<file path="src/rtl/trch_pkg.sv">
// Purpose: shared constants and carriers of the tag read command handler
// Assumes: byte wide host link, tag front end on the same clock
// Notes:   ack byte is 1 1 F F F F F x, flags in bits 5..1
package trch_pkg;
	localparam logic [7:0]   CMD_READ      = 8'h52;
	localparam logic [7:0]   ACK_BASE      = 8'hC0;
	localparam logic [4:0]   FLAG_OK       = 5'h0B;
	localparam logic [4:0]   FLAG_NO_TAG   = 5'h00;
	localparam logic [4:0]   FLAG_TAG_PW   = 5'h02;
	localparam logic [7:0]   CFG_OPEN      = 8'h06;
	localparam logic [7:0]   CFG_LOCKED    = 8'h46;
	localparam logic [2:0]   CFG_PAGE      = 3'h3;
	localparam logic [15:0]  HDR_128       = 16'h802A;
	localparam logic [4:0]   LEN_40        = 5'h05;
	localparam logic [4:0]   LEN_128       = 5'h10;
	localparam logic [4:0]   LEN_PW        = 5'h04;
	localparam int           FIFO_W        = 8;
	localparam int           FIFO_D        = 16;

	typedef enum logic [1:0] {
		TRCH_MODE_PW,
		TRCH_MODE_40,
		TRCH_MODE_128
	} trch_mode_t;

	// one-cycle answer of the rf front end
	typedef struct packed {
		logic         done;
		logic         present;
		logic         pw_ok;
		logic         rf64_ask_manch;
		logic [15:0]  header;
		logic [31:0]  cfg_word;
		logic [127:0] data;
	} trch_tag_rsp_t;

	typedef struct packed {
		logic       valid;
		logic [7:0] data;
	} trch_byte_t;
endpackage : trch_pkg

</file>
<file path="src/rtl/trch_handler.sv">
// Purpose: serves read-tag commands, answers ack byte then tag data
// Assumes: host bytes and tag answers come from logic on i_core_clk
// Notes:   reply bytes pass a fifo so a slow host stalls the handler
// Function
// - in password mode only a configuration byte of 06h or 46h counts as a usable tag.
// - the configuration byte is byte 0 of page 3 of the transponder.
// - in 40-bit mode a good read returns the ack byte then five data bytes, MSB first.
// - the ack byte has bits 7 and 6 set, status flags in bits 5..1 and bit 0 unused.
// - when the ack carries an error no data byte follows it.
// - in 128-bit mode a good read returns the ack byte then sixteen data bytes, MSB first.
// - in 128-bit mode only an RF/64 direct ASK Manchester stream with header 802Ah is taken.
`timescale 1ns/1ps

module trch_fifo #(
	parameter int WIDTH = trch_pkg::FIFO_W,
	parameter int DEPTH = trch_pkg::FIFO_D
) (
	input  wire logic             i_core_clk,
	input  wire logic             i_rst,
	input  wire logic             i_valid,
	output logic                  o_ready,
	input  wire logic [WIDTH-1:0] i_data,
	output logic                  o_valid,
	input  wire logic             i_ready,
	output logic      [WIDTH-1:0] o_data
);
	localparam int AW = $clog2(DEPTH);
	// pointer wrap relies on a power of two depth
	if (DEPTH < 2 || (1 << AW) != DEPTH) begin : g_bad_depth
		$error("depth must be a power of two");
	end
	logic [WIDTH-1:0] mem_r [DEPTH];
	logic [AW:0]      wr_r;
	logic [AW:0]      rd_r;
	logic             push;
	logic             pop;
	assign o_ready = (wr_r - rd_r) != (AW+1)'(DEPTH);
	assign o_valid = wr_r != rd_r;
	assign push    = i_valid && o_ready;
	assign pop     = o_valid && i_ready;
	assign o_data  = mem_r[rd_r[AW-1:0]];
	always_ff @(posedge i_core_clk) begin
		if (i_rst) begin
			wr_r <= '0;
			rd_r <= '0;
		end else begin
			if (push) wr_r <= wr_r + 1'b1;
			if (pop) rd_r <= rd_r + 1'b1;
		end
		if (push) mem_r[wr_r[AW-1:0]] <= i_data;
	end
endmodule : trch_fifo

module trch_handler #(
	parameter int DEPTH = trch_pkg::FIFO_D
) (
	input  wire logic                   i_core_clk,
	input  wire logic                   i_rst,
	input  wire trch_pkg::trch_mode_t   i_mode,
	input  wire trch_pkg::trch_byte_t   i_cmd,
	output logic                        o_cmd_ready,
	output trch_pkg::trch_byte_t        o_rsp,
	input  wire logic                   i_rsp_ready,
	output logic                        o_tag_req,
	output logic [2:0]                  o_tag_page,
	input  wire trch_pkg::trch_tag_rsp_t i_tag,
	output logic                        o_busy
);
	typedef enum logic [2:0] {ST_IDLE, ST_ARG, ST_REQ, ST_WAIT, ST_ACK, ST_DATA} trch_state_t;
	typedef struct packed {
		trch_state_t  st;
		logic [7:0]   ack;
		logic [4:0]   left;
		logic [127:0] shift;
		logic [2:0]   page;
	} trch_regs_t;

	trch_regs_t           s_r;
	trch_regs_t           s_nxt;
	logic                 f_ready;
	trch_pkg::trch_byte_t push;
	logic [7:0]           cfg_byte;
	logic                 cfg_usable;
	logic                 hdr_usable;

	function automatic logic [4:0] reply_len(input trch_pkg::trch_mode_t m);
		case (m)
			trch_pkg::TRCH_MODE_40:  reply_len = trch_pkg::LEN_40;
			trch_pkg::TRCH_MODE_128: reply_len = trch_pkg::LEN_128;
			default:                 reply_len = trch_pkg::LEN_PW;
		endcase
	endfunction : reply_len

	assign cfg_byte   = i_tag.cfg_word[31:24];
	assign cfg_usable = cfg_byte == trch_pkg::CFG_OPEN || cfg_byte == trch_pkg::CFG_LOCKED;
	assign hdr_usable = i_tag.header == trch_pkg::HDR_128 && i_tag.rf64_ask_manch;

	always_comb begin
		s_nxt     = s_r;
		push      = '0;
		o_tag_req = 1'b0;
		case (s_r.st)
			ST_IDLE: if (i_cmd.valid && i_cmd.data == trch_pkg::CMD_READ) s_nxt.st = ST_ARG;
			ST_ARG: if (i_cmd.valid) begin
				// page bits only matter in password mode; others treat it as dummy
				s_nxt.page = (i_mode == trch_pkg::TRCH_MODE_PW) ? i_cmd.data[2:0] : 3'h0;
				s_nxt.st   = ST_REQ;
			end
			ST_REQ: begin
				o_tag_req = 1'b1;
				s_nxt.st  = ST_WAIT;
			end
			ST_WAIT: if (i_tag.done) begin
				s_nxt.st    = ST_ACK;
				s_nxt.left  = reply_len(i_mode);
				s_nxt.ack   = {trch_pkg::ACK_BASE[7:6], trch_pkg::FLAG_NO_TAG, 1'b0};
				s_nxt.shift = i_tag.data;
				case (i_mode)
					trch_pkg::TRCH_MODE_40: begin
						s_nxt.shift = {i_tag.data[39:0], 88'h0};
						if (i_tag.present) s_nxt.ack[5:1] = trch_pkg::FLAG_OK;
					end
					trch_pkg::TRCH_MODE_128: begin
						if (i_tag.present && hdr_usable) s_nxt.ack[5:1] = trch_pkg::FLAG_OK;
					end
					default: begin
						s_nxt.shift = {i_tag.data[31:0], 96'h0};
						if (i_tag.present && cfg_usable)
							s_nxt.ack[5:1] = i_tag.pw_ok ? trch_pkg::FLAG_OK : trch_pkg::FLAG_TAG_PW;
					end
				endcase
			end
			ST_ACK: if (f_ready) begin
				push = '{valid: 1'b1, data: s_r.ack};
				// error ack closes the transaction at once
				s_nxt.st = (s_r.ack[5:1] == trch_pkg::FLAG_OK) ? ST_DATA : ST_IDLE;
			end
			ST_DATA: if (f_ready) begin
				push        = '{valid: 1'b1, data: s_r.shift[127:120]};
				s_nxt.shift = {s_r.shift[119:0], 8'h00};
				s_nxt.left  = s_r.left - 5'h01;
				if (s_r.left == 5'h01) s_nxt.st = ST_IDLE;
			end
			default: s_nxt.st = ST_IDLE;
		endcase
	end

	always_ff @(posedge i_core_clk) begin
		if (i_rst) begin
			s_r <= '{st: ST_IDLE, ack: 8'h00, left: 5'h00, shift: 128'h0, page: 3'h0};
		end else begin
			s_r <= s_nxt;
		end
	end

	// stray bytes outside a command are swallowed so the host cannot wedge us
	assign o_cmd_ready = s_r.st == ST_IDLE || s_r.st == ST_ARG;
	assign o_tag_page  = s_r.page;
	assign o_busy      = s_r.st != ST_IDLE;

	trch_fifo #(.WIDTH(trch_pkg::FIFO_W), .DEPTH(DEPTH)) u_fifo (
		.i_core_clk(i_core_clk),
		.i_rst     (i_rst),
		.i_valid   (push.valid),
		.o_ready   (f_ready),
		.i_data    (push.data),
		.o_valid   (o_rsp.valid),
		.i_ready   (i_rsp_ready),
		.o_data    (o_rsp.data)
	);
endmodule : trch_handler

</file>
<file path="config.mk">
export PLATFORM = sky130hd
export DESIGN_NAME = trch_handler
export DESIGN_NICKNAME = d
export VERILOG_FILES = /design/src/rtl/trch_pkg.sv /design/src/rtl/trch_handler.sv
export SDC_FILE = /design/constraint.sdc
export NUM_CORES = 1
export LEC_CHECK = 0
export ABC_AREA = 1
export BUFFER_PORTS_ARGS = -buffer_cell sky130_fd_sc_hd__buf_2
export CORE_ASPECT_RATIO = 2
export CORE_UTILIZATION = 52
export DETAILED_ROUTE_END_ITERATION = 16
export PLACE_DENSITY = 0.73
export SKIP_LAST_GASP = 1
export SLEW_MARGIN = 20
export SYNTH_ARGS = -nofsm -noshare
export SYNTH_HDL_FRONTEND = slang
export SYNTH_SLANG_ARGS = --single-unit
</file>
<file path="constraint.sdc">
create_clock -name i_core_clk -period 6.9 [get_ports i_core_clk]
set_clock_uncertainty 0.1 [all_clocks]
set_input_delay 1.035 -clock i_core_clk [delete_from_list [all_inputs] [get_ports i_core_clk]]
set_output_delay 1.035 -clock i_core_clk [all_outputs]
set_load 0.005 [all_outputs]
</file>
==> results of run 1 <==
==> flip-flops by register name, summed over array words and instances (netlist names), named ones only <==
| signal | cells |
|---|---|
| s_r | 139 |
| u_fifo.mem_r | 128 |
| u_fifo.rd_r | 5 |
| u_fifo.wr_r | 5 |
| o_tag_page | 3 |
==> cells by family after synthesis <==
group                    count (synthesis)  synth area share
buffers and inverters                  402             0.121
AND/OR/NAND/NOR                        629             0.185
multiplexers                            32            0.0216
adder cells (fa/ha/maj)                 15            0.0126
flip-flops                             284             0.469
AO/OA/AOI/OAI                          493             0.187
XOR/XNOR                                 6           0.00354
==> final cells by class <==
type,instances,area (µm²),share of cell area
multi-input combinational,1175,6170,0.375
timing repair buffer,206,1090,0.0663
clock inverter,14,138,0.00837
antenna,3,7.51,0.000456
inverter,253,960,0.0583
clock buffer,31,668,0.0406
sequential,284,6970,0.424
tap,356,445,0.0271
==> stage by stage <==
stage / hold WS, ns / cell area (µm²) / util
after floorplan: 0.341 / 14900 / -
after global placement: 0.351 / 15600 / 0.552
after detailed placement: 0.364 / 15600 / 0.553
after CTS: 0.378 / 16400 / 0.581
after global routing: 0.399 / 16400 / 0.583
final: 0.375 / 16400 / 0.583
==> per-layer routing <==
layer,up-vias,GRT usage,part of all wire
met5,-,0,0.00033
met4,2,0.177,0.065
met3,109,0.0302,0.048
met2,419,0.504,0.53
met1,5909,0.288,0.35
li1,6428,-,-
==> critical path, stage by stage, from the launching register on <==
cell	delay, ns
dfxtp_4	0.50
buf_4	0.69
mux2i_1	0.16
o21ai_0	0.45
o211ai_1	0.18
nand2_1	0.08
buf_2	0.10
==> power groups by stage <==
stage | registers, mW | logic (mW) | clock network, mW
after floorplan | 2.02 | 1.15 | 0
after global placement | 2.05 | 1.42 | 0
after detailed placement | 2.05 | 1.45 | 0
after CTS | 2.02 | 1.46 | 1.43
after global routing | 2.03 | 1.66 | 1.49
final | 2.02 | 1.47 | 1.41
==> cell usage in the layout (no fill, tap or decap), drive strengths merged <==
master and instances:
a21oi 205, o21bai 1, ha 15, nand4 7, clkbuf 31, a22o 8
xor2 4, or2 1, nor3 20, dfxtp 156, buf 206, mux2i 32
a21boi 8, o31ai 1, bufinv 3, nand3b 1, nand3 172, xnor2 2
o21a 1, nor2 171, o21ai 166, diode 3, nand2 257, edfxtp 128
clkinv 10, clkinvlp 2, o22ai 39, inv 252, o211ai 32, o2111ai 32
==> path summary, 6_finish.rpt <==
check | from | endpoint | slack (ns) | depth (start not counted)
setup / recovery | register | o_rsp[1] | 3.00 | 6
hold / removal | o_tag_page[2] | o_tag_page[2] | 0.37 | 2
setup reg to reg | s_r[145] | u_fifo.mem_r[0][3] | 3.34 | 5
hold reg to reg | o_tag_page[2] | o_tag_page[2] | 0.37 | 2
==> flow_metrics.py, run 1 <==
metrics = {
    "setup_path": {
        "end_kind": "output port",
        "startpoint_type": "register",
        "critPathArrivalTime_ns": 2.76,
        "crit_type": "reg -> out",
        "cp.required_ns": 5.76,
        "critical_path.max_fanout": 72,
    },
    "placement": {
        "io_buffers": 184,
        "post-place-ws_ns": 3.12,
        "placed_cells": 2274,
        "routabilityCongestion": 0.905,
        "post-dp-hpwl_um": 26900,
    },
    "pwr": {
        "switching_power_mw": 1.64,
        "leakage_nw": 7.35,
        "total_power_mw": 4.90,
        "p_per_area_mw_per_mm2": 298,
        "internal_power_mw": 3.26,
        "pwr-share-seq": 0.412,
        "clockPowerShare": 0.288,
        "power_frac_comb": 0.300,
        "p_sw_frac": 0.334,
        "vdd_drop_max_mv": 0.225,
    },
    "cells_and_area": {
        "fin_cells": 2322,
        "n_fill_cell": 2595,
        "drive_gt1_frac": 0.145,
        "layout.nets": 2154,
        "area_delta_synth_final_pct": 10.7,
    },
    "yosys": {
        "synthCells": 1861,
        "synth_edf_count": 128,
        "ys_types": 38,
        "synth_area_leader_cell": "edfxtp_1",
        "synth-seq-cells": 284,
        "async_reset_ff_frac": 0,
        "syn-num-nets": 2070,
        "avgSynthCellArea_um2": 7.98,
        "synth_flop_cell": "dfxtp_1",
        "yosysTopAreaCellShare": 0.259,
        "syn_area_mm2": 0.0149,
        "ys_top_cells_by_area": "edfxtp_1 (26%), dfxtp_1 (21%), a21oi_1 (6.9%), nand2_1 (6.4%), inv_1 (6.3%)",
        "yosysWarnings": 0,
        "synth_common_cells": "nand2_1 (253), inv_1 (248), a21oi_1 (205)",
        "yosys.cell_count.top_type": "nand2_1",
        "synth.yosys.seq_area_share": 0.469,
    },
    "clocking": {
        "cts-resized-gates": 0,
        "cts_tree": "built",
        "postCtsHoldBufs": 0,
        "post-cts-setup-buffers": 0,
        "cts.clk_slew.worst_paths_ns": 0.06,
        "cts-root-buf": "clkbuf_16",
        "numCtsBuffers": 25,
        "h-tree-depth": 1,
        "numClockSinks": 284,
        "clkLatencyLatePin_ns": 0.54,
        "cts_max_path_buffers": 3,
    },
    "timing": {
        "finalWorstSetupSlack_ns": 3.00,
        "max-slew-margin-rel": 0.271,
        "worst_slew_pin_slew_ns": 1.09,
        "rsz0062_at_grt": "false",
        "final-max-slew-violation-count": 0,
        "setup_viol": 0,
        "finalHoldViolCount": 0,
        "period_share": 0.565,
        "fin_tns_setup_ns": 0,
        "fmaxAchievable_mhz": 257,
        "period_minus_slack_ns": 3.90,
    },
    "routing": {
        "ant_nets": 0,
        "vias": 12900,
        "route.detailed.vias_per_inst": 5.54,
        "routed_wl_um": 40000,
        "avgRoutedWirePerCell_um": 17.2,
        "dr.first_iter.drc_count": 1079,
        "drc": 0,
        "dr.pass1.iters": 5,
    },
    "grt": {
        "grt_pass1_vias": 11900,
        "grt-ovfl-total": 0,
        "grt_max_degree": 156,
        "grt_usage": 0.273,
        "grt_pass1_wl_um": 61800,
        "antenna_found_initial": 4,
    },
    "floorplanning": {
        "die_w_um": 122,
        "fp.coreArea_mm2": 0.0282,
        "fp.dieH_um": 241,
        "ios": 209,
        "rows": 87,
        "start_util": 0.527,
        "dieArea_mm2": 0.0293,
    },
    "job": {
        "drv_cap": 0,
    },
    "status": {
        "outcome": "completed",
    },
    "hold_path": {
        "hp-class": "reg -> reg",
    },
}
No activity file was read; power rests on OpenSTA's default activity.
==> run 2, diff against run 1 <==
- ABC_AREA: 1 -> 0
- PLACE_DENSITY: 0.73 -> 0.77
- clock period: 6.9 -> 3.3 ns (I/O delays scaled with it)
==> run 2 against run 1 <==
  * Worst hold slack lost 0.22 ns
  * Via count shrank 15%
  * Die area shrank 11%
  * Largest cell class unchanged
  * Power grew 47%
  * Largest power group unchanged
  * Critical endpoint is now s_r[111]
  * Synthesized area shrank 11%
  * Critical path type is now reg -> reg
  * Utilization grew 3.0 points
  * Setup slack lost 2.9 ns
  * Final area shrank 6.6%
==> flow_metrics.py, run 2 <==
metrics = {
    "cells_and_area": {
        "drive_gt1_frac": 0.255,
        "largest_reg_flops": 139,
        "final_common_cell": "buf_2",
        "regMostFlops": "s_r",
        "mostFrequentLayoutCells": "buf_2 (182), dfxtp_1 (155), a22oi_1 (152)",
        "layout.nets": 1495,
        "area_delta_synth_final_pct": 15.8,
        "finalCoreUtilization": 0.613,
    },
    "setup_path": {
        "critPathArrivalTime_ns": 3.40,
        "critPathLaunch": "u_fifo.rd_r[2]",
        "critical_path.max_fanout": 38,
        "path_cells": "inv_1 > ha_1 > a21oi_1 > a21bo_2 > xor2_1 > o41a_2 > o21ai_4 > buf_12 > o31ai_1",
        "cp.required_ns": 3.55,
        "timing.rr.start": "u_fifo.rd_r[2]",
        "crit_family": "compound AO/OA/AOI/OAI gates",
        "startpoint_type": "register",
        "crit_slowest_cell": "o41a_2",
        "cpPeakStageDelay_ns": 0.65,
        "end_kind": "register",
        "crit_type": "reg -> reg",
        "cp_num_buf_inv": 2,
    },
    "grt": {
        "grt_pass1_vias": 10800,
        "grt-ovfl-total": 0,
        "grt_pass1_wl_um": 59200,
        "antenna_found_initial": 8,
        "grt_max_degree": 103,
        "grt_usage": 0.295,
    },
    "pwr": {
        "p_per_area_mw_per_mm2": 469,
        "leakage_nw": 4.83,
        "vdd_drop_max_mv": 0.423,
    },
    "yosys": {
        "yosys.cell_count.top_type": "dfxtp_1",
        "ys_types": 56,
        "synth_area_leader_cell": "edfxtp_1",
        "async_reset_ff_frac": 0,
        "ys_top_cells_by_area": "edfxtp_1 (29%), dfxtp_1 (24%), a22oi_1 (8.6%), o31ai_1 (6.9%), mux4_2 (6.8%)",
        "synth_flop_cell": "dfxtp_1",
        "synth.yosys.seq_area_share": 0.525,
        "synth_edf_count": 128,
        "synth_common_cells": "dfxtp_1 (156), a22oi_1 (152), edfxtp_1 (128)",
        "syn_area_mm2": 0.0133,
        "yosysWarnings": 0,
        "syn-num-nets": 1378,
        "avgSynthCellArea_um2": 11.3,
        "synth-seq-cells": 284,
        "yosysTopAreaCellShare": 0.290,
        "synthCells": 1169,
    },
    "floorplanning": {
        "dieArea_mm2": 0.0262,
        "start_util": 0.530,
        "fp.dieH_um": 228,
        "rows": 82,
        "ios": 209,
        "die_w_um": 115,
        "fp.coreArea_mm2": 0.0250,
    },
    "routing": {
        "dr.first_iter.drc_count": 766,
        "route.detailed.vias_per_inst": 6.62,
        "routed_wl_um": 38400,
        "drc": 0,
        "vias": 10900,
        "ant_nets": 0,
        "dr.pass1.iters": 6,
        "avgRoutedWirePerCell_um": 23.3,
    },
    "clocking": {
        "numCtsBuffers": 24,
        "cts_max_path_buffers": 3,
        "post-cts-setup-buffers": 0,
        "clkLatencyLatePin_ns": 0.53,
        "h-tree-depth": 1,
        "cts_tree": "built",
        "cts.clk_slew.worst_paths_ns": 0.07,
        "cts-root-buf": "clkbuf_16",
        "numClockSinks": 284,
        "postCtsHoldBufs": 0,
    },
    "placement": {
        "routabilityCongestion": 0.937,
        "post-dp-hpwl_um": 26200,
        "io_buffers": 183,
    },
    "hold_path": {
        "hp-class": "in -> reg",
        "min_from": "i_cmd[2]",
    },
    "timing": {
        "period_share": 0.955,
        "period_minus_slack_ns": 3.15,
        "finalHoldViolCount": 0,
        "max-slew-margin-rel": 0.248,
        "setup_viol": 0,
        "final-max-slew-violation-count": 0,
        "fin_tns_setup_ns": 0,
        "fmaxAchievable_mhz": 317,
        "rsz0062_at_grt": "false",
        "worst_slew_pin_slew_ns": 1.13,
    },
    "status": {
        "outcome": "completed",
    },
    "job": {
        "drv_cap": 0,
    },
}
run 2: cell type report:
type	instances	area [µm²]
Fill cell	2107	9680
Timing Repair Buffer	230	1400
Multi-Input combinational cell	731	5700
Clock inverter	14	160
Clock buffer	30	644
Tap cell	336	420
Inverter	15	57.6
Antenna cell	5	12.5
Sequential cell	284	6970
run 2: final timing paths:
check / end / slack, ns / depth (start not counted)
max reg2reg: s_r[111] / 0.15 / 9
min reg2reg: o_tag_page[2] / 0.36 / 2
max: s_r[111] / 0.15 / 9
min: o_tag_page[2] / 0.15 / 3
run 2: metal layers:
metal / vias up / share of wire / routed length (µm) / GRT usage
met4: 6 / 0.079 / 3050 / 0.214
met5: - / 0.00078 / 30 / 0
met2: 563 / 0.51 / 19600 / 0.507
met3: 162 / 0.062 / 2390 / 0.0414
met1: 5233 / 0.35 / 13300 / 0.328
li1: 4931 / - / - / -
run 2: tightest hold or removal path, delay by kind of cell:
kind | cells | cell delay, ns
buffers and inverters | 1 | 0.11
AND/OR/NAND/NOR | 1 | 0.07
AO/OA/AOI/OAI | 1 | 0.06
run 2: report_power, final:
group          switching [mW]  leakage (nW)  internal, mW  total [mW]
Combinational           0.383          2.23         0.217       0.600
Clock                    1.31         0.390          1.64        2.94
Sequential             0.0136          2.21          3.65        3.66
run 2: timing repair:
action | 4_1_cts | 5_1_grt
gates resized for setup | 2 | 9
pin swaps | 0 | 0
setup endpoints to repair | 24 | 131
run 2: per-stage QoR:
stage / hold slack [ns] / setup slack, ns / std cells / instance area (µm²) / total power, mW
6_report: 0.152 / 0.150 / 1645 / 15400 / 7.21
3_5_place_dp: 0.350 / -0.0798 / 1596 / 14500 / 4.33
5_1_grt: 0.139 / 0.0179 / 1645 / 15400 / 7.41
3_3_place_gp: 0.337 / 0.135 / 1596 / 14500 / 4.32
4_1_cts: 0.138 / -0.00387 / 1640 / 15300 / 7.22
2_1_floorplan: 0.332 / 0.445 / 1169 / 13300 / 4.05
run 2: kinds of logic after synthesis:
logic type	Yosys count	synth area share
XOR/XNOR	8	0.00528
AND/OR/NAND/NOR	152	0.0551
adder cells (fa/ha/maj)	15	0.0142
flip-flops	284	0.525
multiplexers	43	0.0703
buffers and inverters	154	0.0505
AO/OA/AOI/OAI	513	0.279
